$ cat config.mk
export PLATFORM = sky130hd
export DESIGN_NAME = clock_ctrl
export DESIGN_NICKNAME = d
export VERILOG_FILES = /design/src/core/clock_ctrl_pkg.sv /design/src/core/clock_ctrl.sv
export SDC_FILE = /design/constraint.sdc
export NUM_CORES = 1
export LEC_CHECK = 0
export BUFFER_PORTS_ARGS = -buffer_cell sky130_fd_sc_hd__buf_4
export CAP_MARGIN = 20
export CORE_AREA = 2 2 88 90
export CTS_BUF_LIST = sky130_fd_sc_hd__clkbuf_4
export DETAILED_ROUTE_END_ITERATION = 6
export DIE_AREA = 0 0 90 92
export GPL_ROUTABILITY_DRIVEN = 0
export PLACE_DENSITY = 0.69
export SYNTH_ARGS = -nofsm -noshare
export SYNTH_HDL_FRONTEND = slang
export SYNTH_SLANG_ARGS = --single-unit
$ cat constraint.sdc
create_clock -name sys_clk -period 3 [get_ports sys_clk]
set_clock_uncertainty 0.15 [all_clocks]
set_input_delay 0.6 -clock sys_clk [delete_from_list [all_inputs] [get_ports sys_clk]]
set_output_delay 0.6 -clock sys_clk [all_outputs]
set_load 0.02 [all_outputs]
$ cat src/core/clock_ctrl_pkg.sv
// constants, register map and state codes for the clock control block
// assumes a byte-wide register port from the on-chip processor

package clock_ctrl_pkg;

  // ------------------------------------------------------------
  // register addresses and reset value
  // ------------------------------------------------------------
  localparam logic [7:0] ADDR_CLK_SELECT = 8'hA9;
  localparam logic [7:0] ADDR_EXT_OSC = 8'hB1;
  localparam logic [7:0] ADDR_CLK_MULT = 8'hBE;
  localparam logic [7:0] REG_RESET = 8'h00;

  // ------------------------------------------------------------
  // field positions
  // ------------------------------------------------------------
  localparam int XTAL_VALID_BIT = 7;
  localparam int MODE_LSB = 4;
  localparam int MODE_MSB = 6;
  localparam int FREQ_MSB = 2;
  localparam int MULT_EN_BIT = 7;
  localparam int MULT_INIT_BIT = 6;
  localparam int MULT_LOCK_BIT = 5;
  localparam int SEL_MSB = 1;

  // ------------------------------------------------------------
  // field codes
  // ------------------------------------------------------------
  localparam logic [2:0] MODE_CMOS_DIV2 = 3'h3;
  localparam logic [2:0] MODE_XTAL_DIV2 = 3'h7;
  localparam logic [1:0] MULT_IN_INT_HALF = 2'h0;
  localparam logic [1:0] MULT_IN_EXT = 2'h1;
  localparam logic [1:0] MULT_IN_EXT_HALF = 2'h2;
  localparam logic [1:0] SRC_INT = 2'h0;
  localparam logic [1:0] SRC_EXT = 2'h1;
  localparam logic [1:0] SRC_MULT = 2'h2;
  localparam logic [1:0] SRC_RESERVED = 2'h3;
  localparam logic [1:0] DIV_BY_8 = 2'h0;
  localparam logic [1:0] DIV_BY_4 = 2'h1;
  localparam logic [1:0] DIV_BY_2 = 2'h2;

  // ------------------------------------------------------------
  // multiplier timing
  // ------------------------------------------------------------
  localparam int PERIOD_W = 8;
  localparam int MULT_SHIFT = 2;
  localparam logic [2:0] LOCK_PERIODS = 3'h4;

  // ------------------------------------------------------------
  // source switch states
  // ------------------------------------------------------------
  typedef enum logic [2:0]
  {
    SW_RUN = 3'h1,
    SW_OLD = 3'h2,
    SW_NEW = 3'h4
  } sw_state_t;

endpackage

$ cat src/core/clock_ctrl.sv
// clock control: external oscillator mode, clock multiplier, system clock select
// assumes clock sources arrive as one-cycle enable pulses; the external
// oscillator and crystal-ok indication are pins from outside the domain
`timescale 1ns/100ps
`default_nettype none

module clock_ctrl
(
  input wire logic sys_clk, // 10 MHz system clock
  input wire logic resetn, // async reset, active low
  input wire logic [7:0] sfr_addr, // register address
  input wire logic sfr_wr, // register write strobe
  input wire logic sfr_rd, // register read strobe
  input wire logic [7:0] sfr_wdata, // register write data
  output logic [7:0] sfr_rdata, // read data, one cycle after strobe
  input wire logic int_osc_tick, // internal oscillator pulse
  input wire logic [1:0] int_osc_divider_field, // internal divider code
  input wire logic ext_osc_pin, // external oscillator level
  input wire logic crystal_ok_pin, // amplitude detector level
  output logic [2:0] ext_osc_mode_field, // mode to drive circuit
  output logic [2:0] ext_drive_freq_code, // frequency code to drive circuit
  output logic sysclk_tick, // selected system clock pulse
  output logic periph_ext_tick, // external clock for timers
  output logic mult_tick // multiplier output pulse
);

  // ------------------------------------------------------------
  // decoders
  // ------------------------------------------------------------
  function automatic logic mode_on(input logic [2:0] m);
    mode_on = (m[2:1] != 2'h0);
  endfunction

  function automatic logic mode_div2(input logic [2:0] m);
    mode_div2 = (m == clock_ctrl_pkg::MODE_CMOS_DIV2) || (m == clock_ctrl_pkg::MODE_XTAL_DIV2);
  endfunction

  function automatic logic src_tick(input logic [1:0] s, input logic ti, input logic te,
    input logic tm);
    src_tick = (s == clock_ctrl_pkg::SRC_INT) ? ti :
               (s == clock_ctrl_pkg::SRC_EXT) ? te :
               (s == clock_ctrl_pkg::SRC_MULT) ? tm : 1'b0;
  endfunction

  // ------------------------------------------------------------
  // state
  // ------------------------------------------------------------
  logic [2:0] ext_sync, crys_sync;
  logic ext_lvl, crys_lvl, ext_half, ext_half2;
  logic [2:0] int_cnt;
  logic mult_en, mult_init, mult_locked, init_run;
  localparam int PERIOD_W_L = clock_ctrl_pkg::PERIOD_W;
  localparam logic [PERIOD_W_L-1:0] P_ONE = {{(PERIOD_W_L-1){1'b0}}, 1'b1}; // counter step
  logic [1:0] mult_sel, clk_sel, cur_sel, pend_sel;
  logic [PERIOD_W_L-1:0] since, period, out_cnt;
  logic [1:0] sub;
  logic [2:0] lock_cnt;
  clock_ctrl_pkg::sw_state_t sw_state;

  logic [2:0] next_ext_sync, next_crys_sync, next_mode, next_freq, next_int_cnt, next_lock_cnt;
  logic next_ext_lvl, next_crys_lvl, next_ext_half, next_ext_half2;
  logic next_en, next_init, next_locked, next_init_run, next_sys, next_periph, next_mtick;
  logic [1:0] next_msel, next_csel, next_cur, next_pend, next_sub;
  logic [PERIOD_W_L-1:0] next_since, next_period, next_out_cnt, quarter;
  logic [7:0] next_rdata;
  clock_ctrl_pkg::sw_state_t next_sw;
  logic ext_rise, ext_tick, int_sys, int_half, mi, stable, wr_ext, wr_mult, wr_sel;
  logic [2:0] div_mask;

  // ------------------------------------------------------------
  // next-state logic
  // ------------------------------------------------------------
  // pin sync, dividers, registers, multiplier and switcher
  always_comb
  begin
    wr_ext = sfr_wr && (sfr_addr == clock_ctrl_pkg::ADDR_EXT_OSC);
    wr_mult = sfr_wr && (sfr_addr == clock_ctrl_pkg::ADDR_CLK_MULT);
    wr_sel = sfr_wr && (sfr_addr == clock_ctrl_pkg::ADDR_CLK_SELECT);
    // three-stage pin sync; a change counts when stages two and three agree
    next_ext_sync = {ext_sync[1:0], ext_osc_pin};
    next_crys_sync = {crys_sync[1:0], crystal_ok_pin};
    next_ext_lvl = (ext_sync[1] == ext_sync[2]) ? ext_sync[2] : ext_lvl;
    next_crys_lvl = (crys_sync[1] == crys_sync[2]) ? crys_sync[2] : crys_lvl;
    ext_rise = (ext_sync[1] == ext_sync[2]) && ext_sync[2] && !ext_lvl;
    // external source with optional divide by two
    next_ext_half = ext_half;
    if (ext_rise && mode_on(ext_osc_mode_field))
      next_ext_half = !ext_half;
    ext_tick = ext_rise && mode_on(ext_osc_mode_field) &&
               (!mode_div2(ext_osc_mode_field) || ext_half);
    next_ext_half2 = ext_tick ? !ext_half2 : ext_half2;
    next_periph = ext_tick;
    // internal divider
    unique case (int_osc_divider_field)
      clock_ctrl_pkg::DIV_BY_8: div_mask = 3'h7;
      clock_ctrl_pkg::DIV_BY_4: div_mask = 3'h3;
      clock_ctrl_pkg::DIV_BY_2: div_mask = 3'h1;
      default: div_mask = 3'h0;
    endcase
    next_int_cnt = int_osc_tick ? int_cnt + 3'h1 : int_cnt;
    int_sys = int_osc_tick && ((int_cnt & div_mask) == div_mask);
    int_half = int_osc_tick && int_cnt[0];
    // register writes; unused bits dropped
    next_mode = wr_ext ? sfr_wdata[clock_ctrl_pkg::MODE_MSB:clock_ctrl_pkg::MODE_LSB] :
                ext_osc_mode_field;
    next_freq = wr_ext ? sfr_wdata[clock_ctrl_pkg::FREQ_MSB:0] : ext_drive_freq_code;
    next_csel = wr_sel ? sfr_wdata[clock_ctrl_pkg::SEL_MSB:0] : clk_sel;
    next_en = wr_mult ? sfr_wdata[clock_ctrl_pkg::MULT_EN_BIT] : mult_en;
    next_msel = wr_mult ? sfr_wdata[clock_ctrl_pkg::SEL_MSB:0] : mult_sel;
    // init is held at zero on the write that turns the multiplier on
    next_init = wr_mult ? (sfr_wdata[clock_ctrl_pkg::MULT_INIT_BIT] && mult_en) : mult_init;
    // multiplier input select
    unique case (mult_sel)
      clock_ctrl_pkg::MULT_IN_INT_HALF: mi = int_half;
      clock_ctrl_pkg::MULT_IN_EXT: mi = ext_tick;
      clock_ctrl_pkg::MULT_IN_EXT_HALF: mi = ext_tick && ext_half2;
      default: mi = 1'b0;
    endcase
    // input period measurement
    next_since = since;
    next_period = period;
    stable = (since + P_ONE) == period;
    if (mi)
    begin
      next_since = '0;
      next_period = since + P_ONE;
    end
    else if (since != '1)
      next_since = since + P_ONE;
    // lock sequence
    next_locked = mult_locked;
    next_init_run = init_run;
    next_lock_cnt = lock_cnt;
    if (!mult_en)
    begin
      next_locked = 1'b0;
      next_init_run = 1'b0;
    end
    else if (wr_mult && next_init && next_en)
    begin
      next_locked = 1'b0;
      next_init_run = 1'b1;
      next_lock_cnt = 3'h0;
    end
    else if (init_run && mi)
    begin
      next_lock_cnt = stable ? lock_cnt + 3'h1 : 3'h0;
      if (stable && (lock_cnt == clock_ctrl_pkg::LOCK_PERIODS - 3'h1))
      begin
        next_locked = 1'b1;
        next_init_run = 1'b0;
      end
    end
    // four output pulses per input period
    quarter = period >> clock_ctrl_pkg::MULT_SHIFT;
    if (quarter == '0)
      quarter = P_ONE;
    next_mtick = 1'b0;
    next_out_cnt = out_cnt + P_ONE;
    next_sub = sub;
    if (mi && mult_locked)
    begin
      next_mtick = 1'b1;
      next_out_cnt = '0;
      next_sub = 2'h1;
    end
    else if (mult_locked && (sub != 2'h0) && (out_cnt + P_ONE == quarter))
    begin
      next_mtick = 1'b1;
      next_out_cnt = '0;
      next_sub = sub + 2'h1;
    end
    // glitch-free source switch
    next_sw = sw_state;
    next_cur = cur_sel;
    next_pend = pend_sel;
    next_sys = 1'b0;
    unique case (sw_state)
      clock_ctrl_pkg::SW_RUN:
      begin
        next_sys = src_tick(cur_sel, int_sys, ext_tick, next_mtick);
        if ((clk_sel != cur_sel) && (clk_sel != clock_ctrl_pkg::SRC_RESERVED))
        begin
          next_pend = clk_sel;
          next_sw = clock_ctrl_pkg::SW_OLD;
        end
      end
      clock_ctrl_pkg::SW_OLD:
      begin
        next_sys = src_tick(cur_sel, int_sys, ext_tick, next_mtick);
        if (next_sys)
          next_sw = clock_ctrl_pkg::SW_NEW;
      end
      clock_ctrl_pkg::SW_NEW:
      begin
        next_sys = src_tick(pend_sel, int_sys, ext_tick, next_mtick);
        if (next_sys)
        begin
          next_cur = pend_sel;
          next_sw = clock_ctrl_pkg::SW_RUN;
        end
      end
      default:
        next_sw = clock_ctrl_pkg::SW_RUN;
    endcase
    // register reads; unmapped reads zero
    next_rdata = sfr_rdata;
    if (sfr_rd)
    begin
      unique case (sfr_addr)
        clock_ctrl_pkg::ADDR_EXT_OSC:
          next_rdata = {crys_lvl && (ext_osc_mode_field[2:1] == 2'h3), ext_osc_mode_field,
                        1'b0, ext_drive_freq_code};
        clock_ctrl_pkg::ADDR_CLK_MULT:
          next_rdata = {mult_en, mult_init, mult_locked, 3'h0, mult_sel};
        clock_ctrl_pkg::ADDR_CLK_SELECT:
          next_rdata = {6'h00, clk_sel};
        default:
          next_rdata = clock_ctrl_pkg::REG_RESET;
      endcase
    end
  end

  // ------------------------------------------------------------
  // registers
  // ------------------------------------------------------------
  // state registers
  always_ff @(posedge sys_clk or negedge resetn)
  begin
    if (!resetn)
    begin
      ext_sync <= 3'h0;
      crys_sync <= 3'h0;
      ext_lvl <= 1'b0;
      crys_lvl <= 1'b0;
      ext_half <= 1'b0;
      ext_half2 <= 1'b0;
      int_cnt <= 3'h0;
      ext_osc_mode_field <= 3'h0;
      ext_drive_freq_code <= 3'h0;
      clk_sel <= clock_ctrl_pkg::SRC_INT;
      cur_sel <= clock_ctrl_pkg::SRC_INT;
      pend_sel <= clock_ctrl_pkg::SRC_INT;
      mult_en <= 1'b0;
      mult_init <= 1'b0;
      mult_sel <= 2'h0;
      mult_locked <= 1'b0;
      init_run <= 1'b0;
      lock_cnt <= 3'h0;
      since <= '0;
      period <= '0;
      out_cnt <= '0;
      sub <= 2'h0;
      sw_state <= clock_ctrl_pkg::SW_RUN;
      sysclk_tick <= 1'b0;
      periph_ext_tick <= 1'b0;
      mult_tick <= 1'b0;
      sfr_rdata <= clock_ctrl_pkg::REG_RESET;
    end
    else
    begin
      ext_sync <= next_ext_sync;
      crys_sync <= next_crys_sync;
      ext_lvl <= next_ext_lvl;
      crys_lvl <= next_crys_lvl;
      ext_half <= next_ext_half;
      ext_half2 <= next_ext_half2;
      int_cnt <= next_int_cnt;
      ext_osc_mode_field <= next_mode;
      ext_drive_freq_code <= next_freq;
      clk_sel <= next_csel;
      cur_sel <= next_cur;
      pend_sel <= next_pend;
      mult_en <= next_en;
      mult_init <= next_init;
      mult_sel <= next_msel;
      mult_locked <= next_locked;
      init_run <= next_init_run;
      lock_cnt <= next_lock_cnt;
      since <= next_since;
      period <= next_period;
      out_cnt <= next_out_cnt;
      sub <= next_sub;
      sw_state <= next_sw;
      sysclk_tick <= next_sys;
      periph_ext_tick <= next_periph;
      mult_tick <= next_mtick;
      sfr_rdata <= next_rdata;
    end
  end

  // ------------------------------------------------------------
  // checks
  // ------------------------------------------------------------
  a_xtal_valid_gate: assert property (@(posedge sys_clk) disable iff (!resetn)
    (sfr_rd && sfr_addr == clock_ctrl_pkg::ADDR_EXT_OSC && ext_osc_mode_field[2:1] != 2'h3)
    |=> !sfr_rdata[clock_ctrl_pkg::XTAL_VALID_BIT])
    else $error("crystal valid read high outside crystal mode");
  a_freq_code_store: assert property (@(posedge sys_clk) disable iff (!resetn)
    wr_ext |=> (ext_drive_freq_code == $past(sfr_wdata[clock_ctrl_pkg::FREQ_MSB:0]))
    ##1 ($past(wr_ext) || $stable(ext_drive_freq_code)))
    else $error("frequency code not stored");
  a_sel_unused_zero: assert property (@(posedge sys_clk) disable iff (!resetn)
    (sfr_rd && sfr_addr == clock_ctrl_pkg::ADDR_CLK_SELECT) |=> (sfr_rdata[7:2] == 6'h00))
    else $error("clock select unused bits not zero");
  a_init_on_enable: assert property (@(posedge sys_clk) disable iff (!resetn)
    (wr_mult && !mult_en) |=> !mult_init)
    else $error("init set on enabling write");
  a_init_drops_lock: assert property (@(posedge sys_clk) disable iff (!resetn)
    (wr_mult && mult_en && sfr_wdata[clock_ctrl_pkg::MULT_INIT_BIT]
     && sfr_wdata[clock_ctrl_pkg::MULT_EN_BIT]) |=> (!mult_locked && init_run))
    else $error("init did not restart lock");
  a_disable_unlock: assert property (@(posedge sys_clk) disable iff (!resetn)
    !mult_en |=> !mult_locked)
    else $error("locked while disabled");
  a_mult_first_pulse: assert property (@(posedge sys_clk) disable iff (!resetn)
    (mi && mult_locked) |=> mult_tick)
    else $error("multiplier missed aligned pulse");
  a_periph_ext_free: assert property (@(posedge sys_clk) disable iff (!resetn)
    ext_tick |=> periph_ext_tick)
    else $error("timer clock lost");
  a_int_immediate: assert property (@(posedge sys_clk) disable iff (!resetn)
    (int_osc_tick && int_osc_divider_field == 2'h3 && cur_sel == clock_ctrl_pkg::SRC_INT
     && sw_state != clock_ctrl_pkg::SW_NEW) |=> sysclk_tick)
    else $error("internal clock not passed");
  a_switch_no_runt: assert property (@(posedge sys_clk) disable iff (!resetn)
    (sw_state == clock_ctrl_pkg::SW_NEW && !src_tick(pend_sel, int_sys, ext_tick, next_mtick))
    |=> !sysclk_tick)
    else $error("pulse during handover");

endmodule

`default_nettype wire

==> results.tsv <==
stage	metric	value	unit
die	Starting Density	48.3	%
global_route	first-pass GRT wire length	11.7	mm
power	P_leak	1.87	nW
die	Site Rows	32	
setup_path	R2R Setup Slk	0.29	ns
hold_path	Worst Hold Path Cells	1	
timing	Hold Vio Cnt, Final	0	
drt	Via density	5.35	
logic_synthesis	EDFF count, synth	0	
cells_and_area	most frequent cells in the layout	dfrtp_1, buf_4, a21oi_1, nor2_1, inv_1	
power	VDD IR max	0.320	mV
timing	final setup fails	0	
logic_synthesis	main combinational cell family by area after synthesis	compound AO/OA/AOI/OAI gates	
cells_and_area	commonest non-fill, non-tap cell in the layout	dfrtp_1	
cts	CTS root buf	clkbuf_4	
timing	fmax	369	MHz
logic_synthesis	YS warnings	0	
power	switching fraction of total power	32.2	%
cts	clk slew on worst S/H paths	0.11	ns
global_route	grt ovf	0	
logic_synthesis	leading post-synthesis cells by cell area	dfrtp_1, mux2_2, xnor2_1	
logic_synthesis	post-synthesis simple-gate area fraction	13.9	%
logic_synthesis	Yosys cell types	62	
placement	dpl hpwl	4.72	mm
die	I/O pin cnt	42	
global_route	initial antenna violation count	0	
setup_path	worst r2r dst	out_cnt[5]	
logic_synthesis	Seq cells post-synth	73	
status	status	complete, no violations	
global_route	Tot GR Track Use	17.5	%
cells_and_area	layout net count	399	
power	Clk pwr share	19.3	%
drt	DRT Pass-1 Iters	4	
cts	clk_lat worst skew	0.40	ns
power	Comb power frac	26.9	%
setup_path	Worst Path Required	3.13	ns
cts	post-CTS setup buffer count	0	
die	area of the die	0.00828	mm²
timing	unrepaired setup endpoints after global routing	false	
setup_path	worst reg-to-reg path cell count	7	
cells_and_area	share of layout cells above drive strength 1	23.2	%
cells_and_area	number of fillers in the final layout	689	
drt	initial DRC count	103	
cts	clock sink count	73	
logic_synthesis	Adder-Cell Fraction of Synth Area	2.72	%
cells_and_area	Antenna Cells	0	
logic_synthesis	Post-synth ARST share	100	%
cts	Resized cells post-CTS	0	
cts	CTS tree	built	
run	total of max-cap violations	0	
die	Die Wd	90	µm
logic_synthesis	top_reg_cell synth	dfrtp_1	
cts	hold_buf cts	0	
logic_synthesis	Synth Area in Compound Gates	14.0	%
logic_synthesis	Yosys top cell area share	50.1	%
power	Pwr Total	2.46	mW
cts	clock tree buffer depth	2	
timing	final period utilization	90.4	%
power	share of power burned in registers	53.7	%
logic_synthesis	sequential share of the synthesized area	50.9	%
power	power density of the placed cells	601	mW/mm²
drt	post-route DRC violation count	0	
timing	setup TNS	0	ns
cts	Inserted Clock Buffers	9	
power	Int Pwr	1.67	mW
timing	Worst-Margin Slew	0.889	ns
global_route	vias in the first global route	2561	
power	Psw	0.790	mW
logic_synthesis	syn avg cell area	11.2	µm²
placement	IO buf count	39	
setup_path	CP Launch Point	out_cnt[0]	
hold_path	hold crit path type	in -> reg	
cts	H-tree depth	3	
logic_synthesis	Post-Syn Instances	322	
setup_path	CP Capture Point	out_cnt[5]	
setup_path	CP Launch Type	flip-flop	
setup_path	kind of critical path	reg -> reg	
timing	clock period minus worst slack	2.71	ns
logic_synthesis	mapped cell area	0.00359	mm²
logic_synthesis	Post-Syn Nets	354	
drt	drt total wl	6.59	mm
drt	Routed Antenna Nets	0	
setup_path	Worst Path Max Fanout	8	
timing	Rel. slew slack	40.7	%
logic_synthesis	most area-hungry cell type in the Yosys netlist	dfrtp_1	
die	Core Region	0.00745	mm²
drt	via count	2529	
setup_path	WP data arrival	2.84	ns
die	Die Y	92	µm
drt	DR WL/cell	13.9	µm
logic_synthesis	Synth Area in XOR/XNOR	8.95	%
cells_and_area	synth-to-layout area growth	13.8	%
timing	Slew Limit Fails	0	
global_route	largest net degree at the start of global routing	74	
setup_path	Critical R2R Launch	out_cnt[0]	
setup_path	Crit. End Element	flip-flop	
logic_synthesis	post-synthesis mux area share	6.16	%
## worst min path at each step
stage | start | end | slack (ns)
4_1_cts | ext_osc_pin | ext_sync[0] | 0.12
2_1_floorplan | resetn | clk_sel[0] | 0.15
6_report | ext_osc_pin | ext_sync[0] | 0.15
3_3_place_gp | ext_sync[0] | ext_sync[1] | 0.18
5_1_grt | ext_osc_pin | ext_sync[0] | 0.11
3_5_place_dp | ext_sync[0] | ext_sync[1] | 0.19
## area by class of cell
type	count	area, µm²	share of cell area, %
multi-input cells	221	1640	40.2
clock inverters	6	26.3	0.643
inverters	19	71.3	1.74
well taps	102	128	3.12
clock buffers	9	67.6	1.65
repair buffers	43	323	7.90
flip-flops and latches	73	1830	44.7
## metal layers
layer  track usage [%]  up-vias  routed length (µm)
met5                 0        -                   0
met4              6.79        0                 123
met3              5.26       10                 332
met2              27.3       50                3000
met1              23.1     1224                3130
li1                  -     1245                   -
## flip-flops by register name, indices dropped and copies added (netlist names), 2 cells and up
name and flops:
clk_sel 2, crys_sync 3, cur_sel 2, ext_drive_freq_code 3, ext_osc_mode_field 3, ext_sync 3
int_cnt 3, lock_cnt 3, mult_sel 2, out_cnt 8, pend_sel 2, period 8
sfr_rdata 7, since 8, sub 2, sw_state 3
## worst max-delay path: stages (launching register included)
cell	delay (ns)
dfrtp_1	0.47
ha_1	0.36
xor2_1	0.15
a2111oi_0	0.30
o2111ai_1	0.23
a2111oi_4	0.58
or2_2	0.30
a21oi_1	0.05
## cell families after synthesis
kind of cell,after synthesis
adder cells (fa/ha/maj),8
buffers and inverters,28
flip-flops,73
XOR/XNOR,27
multiplexers,20
AND/OR/NAND/NOR,91
other,1
AO/OA/AOI/OAI,74
## through the flow
step | hold slack, ns | utilization, % | instance area, µm² | instances | worst slack [ns]
floorplan | 0.154 | - | 3590 | 322 | 0.452
global placement | 0.182 | 53.6 | 3990 | 458 | 0.280
detailed placement | 0.186 | 53.6 | 3990 | 458 | 0.234
CTS | 0.117 | 54.9 | 4090 | 473 | 0.217
global route | 0.115 | 54.9 | 4090 | 473 | 0.00224
finish | 0.153 | 54.9 | 4090 | 473 | 0.287
## power groups by stage
| stage | clock network [mW] | logic, mW | registers, mW |
|---|---|---|---|
| 4_1_cts | 0.498 | 0.667 | 1.32 |
| 3_3_place_gp | 0 | 0.648 | 1.34 |
| 5_1_grt | 0.545 | 0.745 | 1.35 |
| 6_report | 0.475 | 0.661 | 1.32 |
| 2_1_floorplan | 0 | 0.551 | 1.28 |
| 3_5_place_dp | 0 | 0.665 | 1.34 |
## synthesized netlist by cell type (3+ instances only)
| cell type | n |
|---|---|
| dfrtp_1 | 72 |
| a21oi_1 | 26 |
| nor2_1 | 26 |
| inv_1 | 19 |
| mux2_2 | 17 |
| xnor2_1 | 15 |
| o21ai_0 | 14 |
| nand2_1 | 12 |
| nand3_1 | 10 |
| ha_1 | 7 |
| nand4_1 | 7 |
| xor2_1 | 6 |
| clkbuf_1 | 5 |
| o22ai_1 | 4 |
| or3_1 | 4 |
| xnor3_1 | 4 |
| a21o_1 | 3 |
| a31oi_1 | 3 |
| and3_1 | 3 |
| mux2i_1 | 3 |
| nor3b_1 | 3 |
| o31ai_1 | 3 |
| or2_2 | 3 |
Power figures use the tool's default switching activity.
